## src/logic/evq_pkg.sv

```systemverilog
// shared constants and carriers for the event qualification and status block
// assumes a single 100 MHz clock domain and a plain strobe register port
package evq_pkg;
    // register offsets
    localparam logic [7:0] OFF_EVA    = 8'h08;
    localparam logic [7:0] OFF_EVB    = 8'h09;
    localparam logic [7:0] OFF_IEN    = 8'h0C;
    localparam logic [7:0] OFF_IFLAG  = 8'h0D;
    localparam logic [7:0] OFF_STATUS = 8'h0E;
    localparam logic [7:0] REG_RESET  = 8'h00;
    // event config field positions
    localparam int CFG_HI    = 7;
    localparam int CFG_LO    = 6;
    localparam int POL_BIT   = 4;
    localparam int ACT_BIT   = 2;
    localparam int TRIG_BIT  = 0;
    localparam logic [7:0] EV_MASK = 8'hD5;
    // interrupt bits
    localparam int IRQ_B_BIT   = 3;
    localparam int IRQ_A_BIT   = 2;
    localparam int IRQ_OVF_BIT = 0;
    localparam logic [7:0] IRQ_MASK = 8'h0D;
    // status bits
    localparam int ACT_B_BIT  = 7;
    localparam int ACT_A_BIT  = 6;
    localparam int CMD_BIT    = 1;
    localparam int EN_BIT     = 0;
    localparam logic [7:0] ACT_MASK = 8'hC0;
    // filter length in samples
    localparam int FILTER_LEN = 4;
    // sync latency into the timer domain, in bus cycles
    localparam int SYNC_CYCLES = 3;

    typedef enum logic [1:0] {
        CFG_NEITHER = 2'b00,
        CFG_FILTER  = 2'b01,
        CFG_ASYNC   = 2'b10,
        CFG_RSVD    = 2'b11
    } ev_cfg_t;

    typedef struct packed {
        ev_cfg_t cfg;
        logic    rise_high;
        logic    capture;
        logic    trig_en;
    } ev_ctrl_t;

    typedef struct packed {
        logic fault;
        logic capture;
        logic trigger;
    } ev_out_t;

    function automatic ev_ctrl_t unpack_ev(input logic [7:0] r);
        ev_ctrl_t c;
        c.cfg       = ev_cfg_t'(r[CFG_HI:CFG_LO]);
        c.rise_high = r[POL_BIT];
        c.capture   = r[ACT_BIT];
        c.trig_en   = r[TRIG_BIT];
        return c;
    endfunction
endpackage

```

## src/logic/evq_top.sv

```systemverilog
// event qualification, interrupt flags and sync status of a 12-bit timer
// assumes a strobe register port; waveform outputs and strobes come from the timer
// Functional notes
// - filtered event changes only after four equal consecutive samples
// - filtering delays event capture by four clock cycles
// - async qualification lets the event act on outputs directly
// - config bits 7:6: 0 none, 1 filter, 2 async, others reserved
// - polarity bit 4: falling/low when clear, rising/high when set
// - action bit 2: fault only when clear, fault and capture when set
// - event fault follows the timer input-mode setting
// - bit 0 of config A enables event as trigger for input A
// - bit 0 of config B enables event as trigger for input B
// - enable bits 3 and 2 allow trigger B and trigger A interrupts
// - enable bit 0 allows the cycle-end interrupt
// - trigger or capture on B/A sets flag bit 3/2
// - flag bit 0 sets at each cycle end
// - flags clear only by writing one; zero leaves them
// - activity bit 7/6 sets on any level change of output B/A
// - activity bits clear by writing one before reporting again
// - command-ready bit 1 high when last command reached timer domain
// - command strobes or compare B high write with auto-update drop command-ready
// - enable-ready bit 0 high once enable reached timer domain
// - enable write, disable-at-end strobe or debug break without debug-run drop enable-ready
// - command strobes during a pending sync are ignored
//
// Decided for this implementation: the plain strobed port.
module evq_top
    import evq_pkg::*;
(
    // clock and reset
    input  wire logic       CLK,
    input  wire logic       RST,
    // register port
    input  wire logic [7:0] ADDR,
    input  wire logic [7:0] WDATA,
    input  wire logic       WR,
    input  wire logic       RD,
    output logic      [7:0] RDATA,
    // event inputs from the routing network
    input  wire logic       EVENT_A,
    input  wire logic       EVENT_B,
    // timer side inputs
    input  wire logic       WAVEFORM_OUT_A,
    input  wire logic       WAVEFORM_OUT_B,
    input  wire logic       CYCLE_END,
    input  wire logic       CMD_STROBE,
    input  wire logic       AUTO_UPDATE,
    input  wire logic       COMPARE_B_CLEAR_HIGH_WR,
    input  wire logic       ENABLE_WR,
    input  wire logic       DISABLE_AT_CYCLE_END_STROBE,
    input  wire logic       DEBUG_BREAK,
    input  wire logic       DEBUG_RUN,
    // qualified events towards the timer
    output logic            FAULT_A,
    output logic            FAULT_B,
    output logic            CAPTURE_A,
    output logic            CAPTURE_B,
    output logic            ASYNC_FAULT_A,
    output logic            ASYNC_FAULT_B,
    output logic            COMMAND_ACCEPTED,
    // interrupt requests
    output logic            IRQ_TRIG_A,
    output logic            IRQ_TRIG_B,
    output logic            IRQ_CYCLE_END
);
    logic [7:0] ev_a_cfg;
    logic [7:0] ev_b_cfg;
    logic [7:0] irq_en;
    logic [7:0] irq_flag;
    logic [7:0] act_flag;
    logic [7:0] next_irq_flag;
    logic [7:0] next_act_flag;
    logic [7:0] status;
    logic [2:0] wo_a_s;
    logic [2:0] wo_b_s;
    ev_out_t    res_a;
    ev_out_t    res_b;
    logic       async_a;
    logic       async_b;
    logic       cmd_ready;
    logic       cmd_acc;
    logic       en_ready;
    logic       debug_break_q;
    logic       cmd_start;
    logic       en_start;
    logic       wr_flag;
    logic       wr_status;
    logic       set_a;
    logic       set_b;
    logic       set_ovf;
    logic       wo_a_chg;
    logic       wo_b_chg;

    // per-input qualification
    evq_filter #(.LEN(FILTER_LEN)) u_ev_a (
        .clk          (CLK),
        .rst          (RST),
        .ev_raw       (EVENT_A),
        .ctrl         (unpack_ev(ev_a_cfg)),
        .res          (res_a),
        .async_active (async_a)
    );

    evq_filter #(.LEN(FILTER_LEN)) u_ev_b (
        .clk          (CLK),
        .rst          (RST),
        .ev_raw       (EVENT_B),
        .ctrl         (unpack_ev(ev_b_cfg)),
        .res          (res_b),
        .async_active (async_b)
    );

    // command strobes and auto-update compare write both start a command sync
    assign cmd_start = CMD_STROBE || (AUTO_UPDATE && COMPARE_B_CLEAR_HIGH_WR);

    evq_sync #(.LAT(SYNC_CYCLES)) u_cmd (
        .clk      (CLK),
        .rst      (RST),
        .start    (cmd_start),
        .hold     (1'b0),
        .ready    (cmd_ready),
        .accepted (cmd_acc)
    );

    // a debug break without debug-run freezes the enable transfer
    always_ff @(posedge CLK or posedge RST) begin
        if (RST) begin
            debug_break_q <= 1'b0;
        end else begin
            debug_break_q <= DEBUG_BREAK && !DEBUG_RUN;
        end
    end

    assign en_start = ENABLE_WR || DISABLE_AT_CYCLE_END_STROBE ||
                      (DEBUG_BREAK && !DEBUG_RUN && !debug_break_q);

    evq_sync #(.LAT(SYNC_CYCLES)) u_en (
        .clk      (CLK),
        .rst      (RST),
        .start    (en_start),
        .hold     (DEBUG_BREAK && !DEBUG_RUN),
        .ready    (en_ready),
        .accepted ()
    );

    // waveform outputs arrive from a separate clock, so three stages
    always_ff @(posedge CLK or posedge RST) begin
        if (RST) begin
            wo_a_s <= 3'h0;
            wo_b_s <= 3'h0;
        end else begin
            wo_a_s <= {wo_a_s[1:0], WAVEFORM_OUT_A};
            wo_b_s <= {wo_b_s[1:0], WAVEFORM_OUT_B};
        end
    end

    assign wo_a_chg = wo_a_s[2] != wo_a_s[1];
    assign wo_b_chg = wo_b_s[2] != wo_b_s[1];

    // hardware set conditions
    assign set_a   = res_a.trigger || res_a.capture;
    assign set_b   = res_b.trigger || res_b.capture;
    assign set_ovf = CYCLE_END;

    assign wr_flag   = WR && ADDR == OFF_IFLAG;
    assign wr_status = WR && ADDR == OFF_STATUS;

    // write-one-to-clear, then set so a same-cycle event survives
    always_comb begin
        next_irq_flag = irq_flag;
        if (wr_flag) begin
            next_irq_flag = irq_flag & ~(WDATA & IRQ_MASK);
        end
        if (set_a) next_irq_flag[IRQ_A_BIT] = 1'b1;
        if (set_b) next_irq_flag[IRQ_B_BIT] = 1'b1;
        if (set_ovf) next_irq_flag[IRQ_OVF_BIT] = 1'b1;
    end

    always_comb begin
        next_act_flag = act_flag;
        if (wr_status) begin
            next_act_flag = act_flag & ~(WDATA & ACT_MASK);
        end
        if (wo_a_chg) next_act_flag[ACT_A_BIT] = 1'b1;
        if (wo_b_chg) next_act_flag[ACT_B_BIT] = 1'b1;
    end

    // control registers
    always_ff @(posedge CLK or posedge RST) begin
        if (RST) begin
            ev_a_cfg <= REG_RESET;
            ev_b_cfg <= REG_RESET;
            irq_en   <= REG_RESET;
        end else if (WR) begin
            if (ADDR == OFF_EVA) ev_a_cfg <= WDATA & EV_MASK;
            if (ADDR == OFF_EVB) ev_b_cfg <= WDATA & EV_MASK;
            if (ADDR == OFF_IEN) irq_en <= WDATA & IRQ_MASK;
        end
    end

    // sticky flags
    always_ff @(posedge CLK or posedge RST) begin
        if (RST) begin
            irq_flag <= REG_RESET;
            act_flag <= REG_RESET;
        end else begin
            irq_flag <= next_irq_flag;
            act_flag <= next_act_flag;
        end
    end

    always_comb begin
        status          = act_flag;
        status[CMD_BIT] = cmd_ready;
        status[EN_BIT]  = en_ready;
    end

    // read data stands only in the cycle after the read strobe
    always_ff @(posedge CLK or posedge RST) begin
        if (RST) begin
            RDATA <= REG_RESET;
        end else if (RD) begin
            unique case (ADDR)
                OFF_EVA:    RDATA <= ev_a_cfg;
                OFF_EVB:    RDATA <= ev_b_cfg;
                OFF_IEN:    RDATA <= irq_en;
                OFF_IFLAG:  RDATA <= irq_flag;
                OFF_STATUS: RDATA <= status;
                default:    RDATA <= REG_RESET;
            endcase
        end else begin
            RDATA <= REG_RESET;
        end
    end

    // outputs towards the timer, registered so they change on clean edges
    always_ff @(posedge CLK or posedge RST) begin
        if (RST) begin
            FAULT_A   <= 1'b0;
            FAULT_B   <= 1'b0;
            CAPTURE_A <= 1'b0;
            CAPTURE_B <= 1'b0;
        end else begin
            FAULT_A   <= res_a.fault;
            FAULT_B   <= res_b.fault;
            CAPTURE_A <= res_a.capture;
            CAPTURE_B <= res_b.capture;
        end
    end

    // unregistered on purpose: async qualification must not wait for a clock
    assign ASYNC_FAULT_A    = async_a;
    assign ASYNC_FAULT_B    = async_b;
    assign COMMAND_ACCEPTED = cmd_acc;

    // interrupt request lines, enable gating of the sticky flags
    assign IRQ_TRIG_A    = irq_flag[IRQ_A_BIT] && irq_en[IRQ_A_BIT];
    assign IRQ_TRIG_B    = irq_flag[IRQ_B_BIT] && irq_en[IRQ_B_BIT];
    assign IRQ_CYCLE_END = irq_flag[IRQ_OVF_BIT] && irq_en[IRQ_OVF_BIT];

    chk_set_wins : assert property (@(posedge CLK) disable iff (RST)
        (set_a && wr_flag && WDATA[IRQ_A_BIT]) |=> irq_flag[IRQ_A_BIT])
        else $error("trigger A flag lost to same-cycle clear");
    chk_flag_w0 : assert property (@(posedge CLK) disable iff (RST)
        (wr_flag && !WDATA[IRQ_OVF_BIT] && irq_flag[IRQ_OVF_BIT]) |=> irq_flag[IRQ_OVF_BIT])
        else $error("overflow flag cleared by zero write");
    chk_flag_w1 : assert property (@(posedge CLK) disable iff (RST)
        (wr_flag && WDATA[IRQ_B_BIT] && !set_b) |=> !irq_flag[IRQ_B_BIT])
        else $error("trigger B flag not cleared by one write");
    chk_ovf_set : assert property (@(posedge CLK) disable iff (RST)
        CYCLE_END |=> irq_flag[IRQ_OVF_BIT])
        else $error("overflow flag not set at cycle end");
    chk_trig_set : assert property (@(posedge CLK) disable iff (RST)
        res_b.trigger |=> irq_flag[IRQ_B_BIT])
        else $error("trigger B flag not set");
    chk_act_set : assert property (@(posedge CLK) disable iff (RST)
        $changed(wo_a_s[2]) |-> act_flag[ACT_A_BIT])
        else $error("output A activity not reported");
    chk_act_clear : assert property (@(posedge CLK) disable iff (RST)
        (wr_status && WDATA[ACT_B_BIT] && !wo_b_chg) |=> !act_flag[ACT_B_BIT])
        else $error("output B activity not cleared");
    chk_cmd_ready : assert property (@(posedge CLK) disable iff (RST)
        (AUTO_UPDATE && COMPARE_B_CLEAR_HIGH_WR && cmd_ready) |=> !status[CMD_BIT])
        else $error("command ready did not drop on compare write");
    chk_cmd_back : assert property (@(posedge CLK) disable iff (RST)
        (cmd_acc ##1 !cmd_start [*5]) |-> cmd_ready)
        else $error("command ready did not return");
    chk_en_drop : assert property (@(posedge CLK) disable iff (RST)
        (ENABLE_WR && en_ready) |=> !status[EN_BIT] [*2])
        else $error("enable ready did not drop");
    chk_irq_gate : assert property (@(posedge CLK) disable iff (RST)
        IRQ_CYCLE_END |-> irq_en[IRQ_OVF_BIT])
        else $error("overflow request without enable");
    chk_rsvd_zero : assert property (@(posedge CLK) disable iff (RST)
        (RD && ADDR == OFF_IEN) |=> (RDATA & ~IRQ_MASK) == 8'h00)
        else $error("reserved interrupt enable bits read nonzero");
endmodule

```

## src/logic/evq_filter.sv

```systemverilog
// one event input: synchroniser, optional four-sample filter, polarity, action
// assumes the raw event comes from outside the clock domain
module evq_filter
    import evq_pkg::*;
#(
    parameter int LEN = FILTER_LEN
) (
    // clock and reset
    input  wire logic     clk,
    input  wire logic     rst,
    // raw event and its setup
    input  wire logic     ev_raw,
    input  wire ev_ctrl_t ctrl,
    // qualified results
    output ev_out_t       res,
    output logic          async_active
);
    initial begin
        if (LEN < 2 || LEN > 8) $error("evq_filter: LEN out of range");
    end

    logic [2:0]     sync;
    logic [LEN-1:0] hist;
    logic           filt;
    logic           filt_now;
    logic           level_q;
    logic           level;
    logic           active;
    logic           edge_hit;

    // three-stage synchroniser; only stages two and three are looked at
    always_ff @(posedge clk or posedge rst) begin
        if (rst) begin
            sync <= 3'h0;
        end else begin
            sync <= {sync[1:0], ev_raw};
        end
    end

    // history of agreed samples feeding the filter
    always_ff @(posedge clk or posedge rst) begin
        if (rst) begin
            hist <= '0;
        end else if (sync[2] == sync[1]) begin
            hist <= {hist[LEN-2:0], sync[2]};
        end
    end

    // filtered level moves only when all samples agree
    always_ff @(posedge clk or posedge rst) begin
        if (rst) begin
            filt <= 1'b0;
        end else if (&hist) begin
            filt <= 1'b1;
        end else if (~|hist) begin
            filt <= 1'b0;
        end
    end

    // the agreeing history is looked at directly, so the filter adds exactly
    // its length in cycles and no extra register stage
    assign filt_now = (&hist) ? 1'b1 : ((~|hist) ? 1'b0 : filt);
    assign level    = (ctrl.cfg == CFG_FILTER) ? filt_now : sync[2];

    always_ff @(posedge clk or posedge rst) begin
        if (rst) begin
            level_q <= 1'b0;
        end else begin
            level_q <= level;
        end
    end

    // polarity picks the active edge for capture and the active level for fault
    assign active   = ctrl.rise_high ? level : ~level;
    assign edge_hit = ctrl.rise_high ? (level & ~level_q) : (~level & level_q);

    // reserved config codes leave the input without effect
    always_comb begin
        res.fault   = ctrl.trig_en && ctrl.cfg != CFG_RSVD && active;
        res.trigger = ctrl.trig_en && ctrl.cfg != CFG_RSVD && edge_hit;
        res.capture = res.trigger && ctrl.capture;
    end

    // asynchronous qualification bypasses every flip-flop
    assign async_active = ctrl.trig_en && ctrl.cfg == CFG_ASYNC &&
                          (ev_raw == ctrl.rise_high);

    chk_filter_hold : assert property (@(posedge clk) disable iff (rst)
        (ctrl.cfg == CFG_FILTER && !(&hist) && !(~|hist)) |=> $stable(filt))
        else $error("filter output moved without agreeing samples");
    chk_capture_gate : assert property (@(posedge clk) disable iff (rst)
        res.capture |-> (ctrl.capture && res.trigger))
        else $error("capture without capture action");
endmodule

```

## src/logic/evq_sync.sv

```systemverilog
// ready flag of a bus to timer domain transfer
// assumes start pulses arrive on the bus clock; ready returns LAT+1 cycles after the accepting edge
module evq_sync
    import evq_pkg::*;
#(
    parameter int LAT = SYNC_CYCLES
) (
    // clock and reset
    input  wire logic clk,
    input  wire logic rst,
    // transfer start and hold-off
    input  wire logic start,
    input  wire logic hold,
    // ready state
    output logic      ready,
    output logic      accepted
);
    initial begin
        if (LAT < 1 || LAT > 255) $error("evq_sync: LAT out of range");
    end

    logic [7:0] cnt;
    logic       busy;

    // a start while a transfer is pending is dropped
    assign accepted = start && !busy;

    // countdown stands in for the round trip through the timer domain
    always_ff @(posedge clk or posedge rst) begin
        if (rst) begin
            cnt  <= 8'h00;
            busy <= 1'b0;
        end else if (accepted) begin
            cnt  <= 8'(LAT);
            busy <= 1'b1;
        end else if (busy && !hold && cnt != 8'h00) begin
            cnt <= cnt - 8'h01;
        end else if (busy && !hold) begin
            busy <= 1'b0;
        end
    end

    assign ready = !busy;

    chk_ready_drop : assert property (@(posedge clk) disable iff (rst)
        accepted |=> !ready [*3])
        else $error("ready did not drop after start");
endmodule

```

## config.mk

```make
export PLATFORM = sky130hd
export DESIGN_NAME = evq_top
export DESIGN_NICKNAME = d
export VERILOG_FILES = /design/src/logic/evq_pkg.sv /design/src/logic/evq_top.sv /design/src/logic/evq_filter.sv /design/src/logic/evq_sync.sv
export SDC_FILE = /design/constraint.sdc
export NUM_CORES = 1
export LEC_CHECK = 0
export ABC_AREA = 1
export BUFFER_PORTS_ARGS = -buffer_cell sky130_fd_sc_hd__buf_2
export CAP_MARGIN = 20
export CORE_MARGIN = 2
export CORE_UTILIZATION = 49
export CTS_BUF_LIST = sky130_fd_sc_hd__clkbuf_4 sky130_fd_sc_hd__clkbuf_8
export DETAILED_ROUTE_END_ITERATION = 7
export GPL_ROUTABILITY_DRIVEN = 0
export GPL_TIMING_DRIVEN = 0
export PLACE_DENSITY = 0.76
export SLEW_MARGIN = 20
export SYNTH_ARGS = -nofsm -noshare
export SYNTH_HDL_FRONTEND = slang
export SYNTH_SLANG_ARGS = --single-unit
```

## constraint.sdc

```tcl
create_clock -name CLK -period 2.27 [get_ports CLK]
set_input_delay 0.454 -clock CLK [delete_from_list [all_inputs] [get_ports CLK]]
set_output_delay 0.454 -clock CLK [all_outputs]
set_load 0.02 [all_outputs]
```

==> results.md <==
* Seq pwr share at 43.5%
* Post-synthesis sequential area ratio at 53.18%
* Core Footprint at 6756 µm²
* Asr flop ratio synth at 100.0%
* CP max FO at 4
* Register-to-Register Path Depth at 9
* Crit path time final at 1.823 ns
* Rows at 30
* RR Startpoint: u_cmd.cnt[0]$_DFFE_PP0P_
* Post-CTS Hold Buffers at 0
* CTS max path bufs at 2
* Post-synthesis register bit count at 72
* Pwr dens at 971.1 nW/µm²
* Critical Path End: ASYNC_FAULT_A
* Maximum vdd ir drop at 0.6315 mV
* CTS H-Tree Depth at 3
* Fin. max-slew vios at 0
* Post-DP HPWL at 4970 µm
* DRC viols at 0
* Post-route ant nets at 0
* Router iterations before antenna repair at 4
* Mapped Nets at 425
* Grt total ovfl at 0
* Critical path cell sequence: xor2_1 > nor4_1 > buf_2
* P_int at 0.002508 W
* Cell family with most CP delay: flip-flops
* Worst path slowest cell: dfrtp_1
* Initial core utilization at 50.15%
* Hold slack at 0.02959 ns
* Root buf cell: clkbuf_8
* Routed Wire Length at 6608 µm
* N_diodes at 0
* Comb pwr share at 29.3%
* Crit path buf inv count at 1
* Sw Share at 34.99%
* Kind of critical path: reg -> out
* Final core occ at 58.81%
* CTS tree: built
* Main synth FF type: dfrtp_1
* Synthesis-to-layout area growth at 17.28%
* Vias per cell at 5.064
* Resized cells post-CTS at 0
* Yosys warning total at 0
* Total track usage at 19.45%
* Clk sinks at 72
* Syn Inst Count at 389
* Net Sw Power at 0.001350 W
* Port Buf Inserts at 46
* Worst hold path type: in -> async
* Placed insts at 517
* Design Area, Final at 3974 µm²
* Worst skew pair latency at 0.35 ns
* Initial antenna violation count at 0
* Final setup viols at 0
* Levels on crit path at 3
* Reg clk slew, reported paths at 0.07 ns
* Number of DRC markers in iteration 0 at 163
* Share of layout cells above drive strength 1 at 19.87%
* Area post-placement at 3762 µm²
* Postcts setup bufs at 0
* Critical path origin: ev_a_cfg[4]$_DFFE_PP0P_
* First-pass GRT wire length at 11430 µm
* DR WL/cell at 12.40 µm
* Layout Nets at 484
* Crit path capture type: primary output
* Syn Area/Cell at 8.710 µm²
* Worst Setup Start Kind: flip-flop
* Syn Std Cell Area at 3388 µm²
* Leakage at 2.083 nW
* Number of max-cap violations at 0
* Worst EP required at 1.82 ns
* RSZ-0062 raised after global routing: false
* FF-to-FF End: u_cmd.cnt[1]$_DFFE_PP0P_
* Vias at 2699
* Upper clock frequency limit at 0.5486 GHz
* Endpoints failing hold at 0
* Slowest stage delay, CP at 0.42 ns
* Final cell count without fillers at 533
* Die W at 87.16 µm
* I/O pin count at 50
* Post-synth EDFFs at 0
* Skew final at 0.01437 ns
* Reg2reg setup slack at 0.78 ns
* Vias in the first global route at 2602
* Final period util at 80.31%
* Distinct cells, synth at 33
* Fin Setup TNS at 0 ns
* Die ar. at 7596 µm²
* Status: finished, final reports clean
* Number of buffers created by CTS at 9
* Maximum number of pins on one net before global-route repair at 36
* CP arrival at 1.37 ns
* Clock power frac at 27.2%
* Die Ht at 87.16 µm
-- per-layer routing --
metal | global-route usage [%] | vias to the layer above | wire (µm)
met5 | 0 | - | 0
met4 | 8.392 | 0 | 65
met3 | 4.739 | 7 | 394
met2 | 30.46 | 69 | 3118
met1 | 25.89 | 1263 | 3030
li1 | - | 1360 | -
-- power by group through the flow --
stage	clock network [W]	registers (W)	logic (W)
2_1_floorplan	0	0.00166	0.000891
3_3_place_gp	0	0.00169	0.00107
3_5_place_dp	0	0.00170	0.00114
4_1_cts	0.00107	0.00168	0.00114
5_1_grt	0.00112	0.00171	0.00131
6_report	0.00105	0.00168	0.00113
-- layout by cell type, fill, tap and decap left out, types with 2 or more instances in the layout --
cell         n
buf_12       2
o21ai_1      4
nand2_1     91
nand3_1     29
clkbuf_8    11
nor3_1       2
xnor2_1      3
dfrtp_1     72
nand2_2      4
buf_2       46
clkinvlp_4   4
nor2_1      43
a21oi_1      8
xor2_1       9
inv_1       48
ha_1         4
nand3b_1     2
nor2_4       5
nor4_1       2
or2_2        2
buf_6        2
nor3_4       2
nand4_1     10
o21ai_0     31
nor2_2       3
-- cell type report --
type,instances,area [µm²]
Tap cell,80,100.1
Clock buffer,12,158.9
Multi-Input combinational cell,265,1373
Inverter,49,187.7
Clock inverter,4,52.55
Fill cell,590,2783
Timing Repair Buffer,48,270.3
Buffer,3,30.03
Sequential cell,72,1802
-- synth_stat cells, types with 4 or more instances --
master | number | area (µm²)
a21oi_1 | 8 | 40.04
dfrtp_1 | 72 | 1802
ha_1 | 4 | 50.05
inv_1 | 49 | 183.9
nand2_1 | 91 | 341.6
nand2_2 | 4 | 25.02
nand3_1 | 29 | 145.1
nand4_1 | 10 | 62.56
nor2_1 | 43 | 161.4
nor2_4 | 5 | 56.30
o21ai_0 | 31 | 155.2
o21ai_1 | 4 | 20.02
xor2_1 | 9 | 78.83
-- per-stage QoR --
stage	setup slack, ns	total power, W
4_1_cts	0.4212	0.003890
3_5_place_dp	0.6629	0.002834
5_1_grt	0.3208	0.004141
6_report	0.4470	0.003859
3_3_place_gp	0.5181	0.002763
2_1_floorplan	0.6037	0.002554
-- kinds of logic after synthesis --
| family | Yosys count | share of synthesized area, % |
|---|---|---|
| buffers and inverters | 52 | 6.315 |
| other | 1 | 0.1107 |
| xor gates and xnor gates | 12 | 3.102 |
| adders and majority gates | 4 | 1.477 |
| DFF | 72 | 53.18 |
| and+or+nand+nor | 200 | 28.03 |
| AOI/OAI and AO/OA | 48 | 7.792 |
-- sequential cells by signal, summed over array words and instances (netlist names), 2 cells and up --
register	flops
ev_b_cfg	5
ev_a_cfg	5
wo_b_s	3
wo_a_s	3
RDATA	7
u_ev_b.hist	4
u_ev_b.sync	3
u_cmd.cnt	8
irq_flag	3
act_flag	2
u_en.cnt	8
u_ev_a.hist	4
u_ev_a.sync	3
irq_en	3
-- worst min-delay path by stage --
stage,end,cells after the start,slack [ns],startpoint
final,u_ev_a.sync[0]$_DFF_PP0_,2,0.03,RST
after global routing,u_ev_a.sync[0]$_DFF_PP0_,2,0.03,RST
after CTS,u_ev_a.sync[0]$_DFF_PP0_,2,0.02,RST
after detailed placement,wo_b_s[1]$_DFF_PP0_,0,0.34,wo_b_s[0]$_DFF_PP0_
after global placement,u_ev_b.sync[1]$_DFF_PP0_,0,0.33,u_ev_b.sync[0]$_DFF_PP0_
after floorplan,u_ev_a.sync[1]$_DFF_PP0_,0,0.33,u_ev_a.sync[0]$_DFF_PP0_
Note: power is estimated with default switching activity, not from simulation.
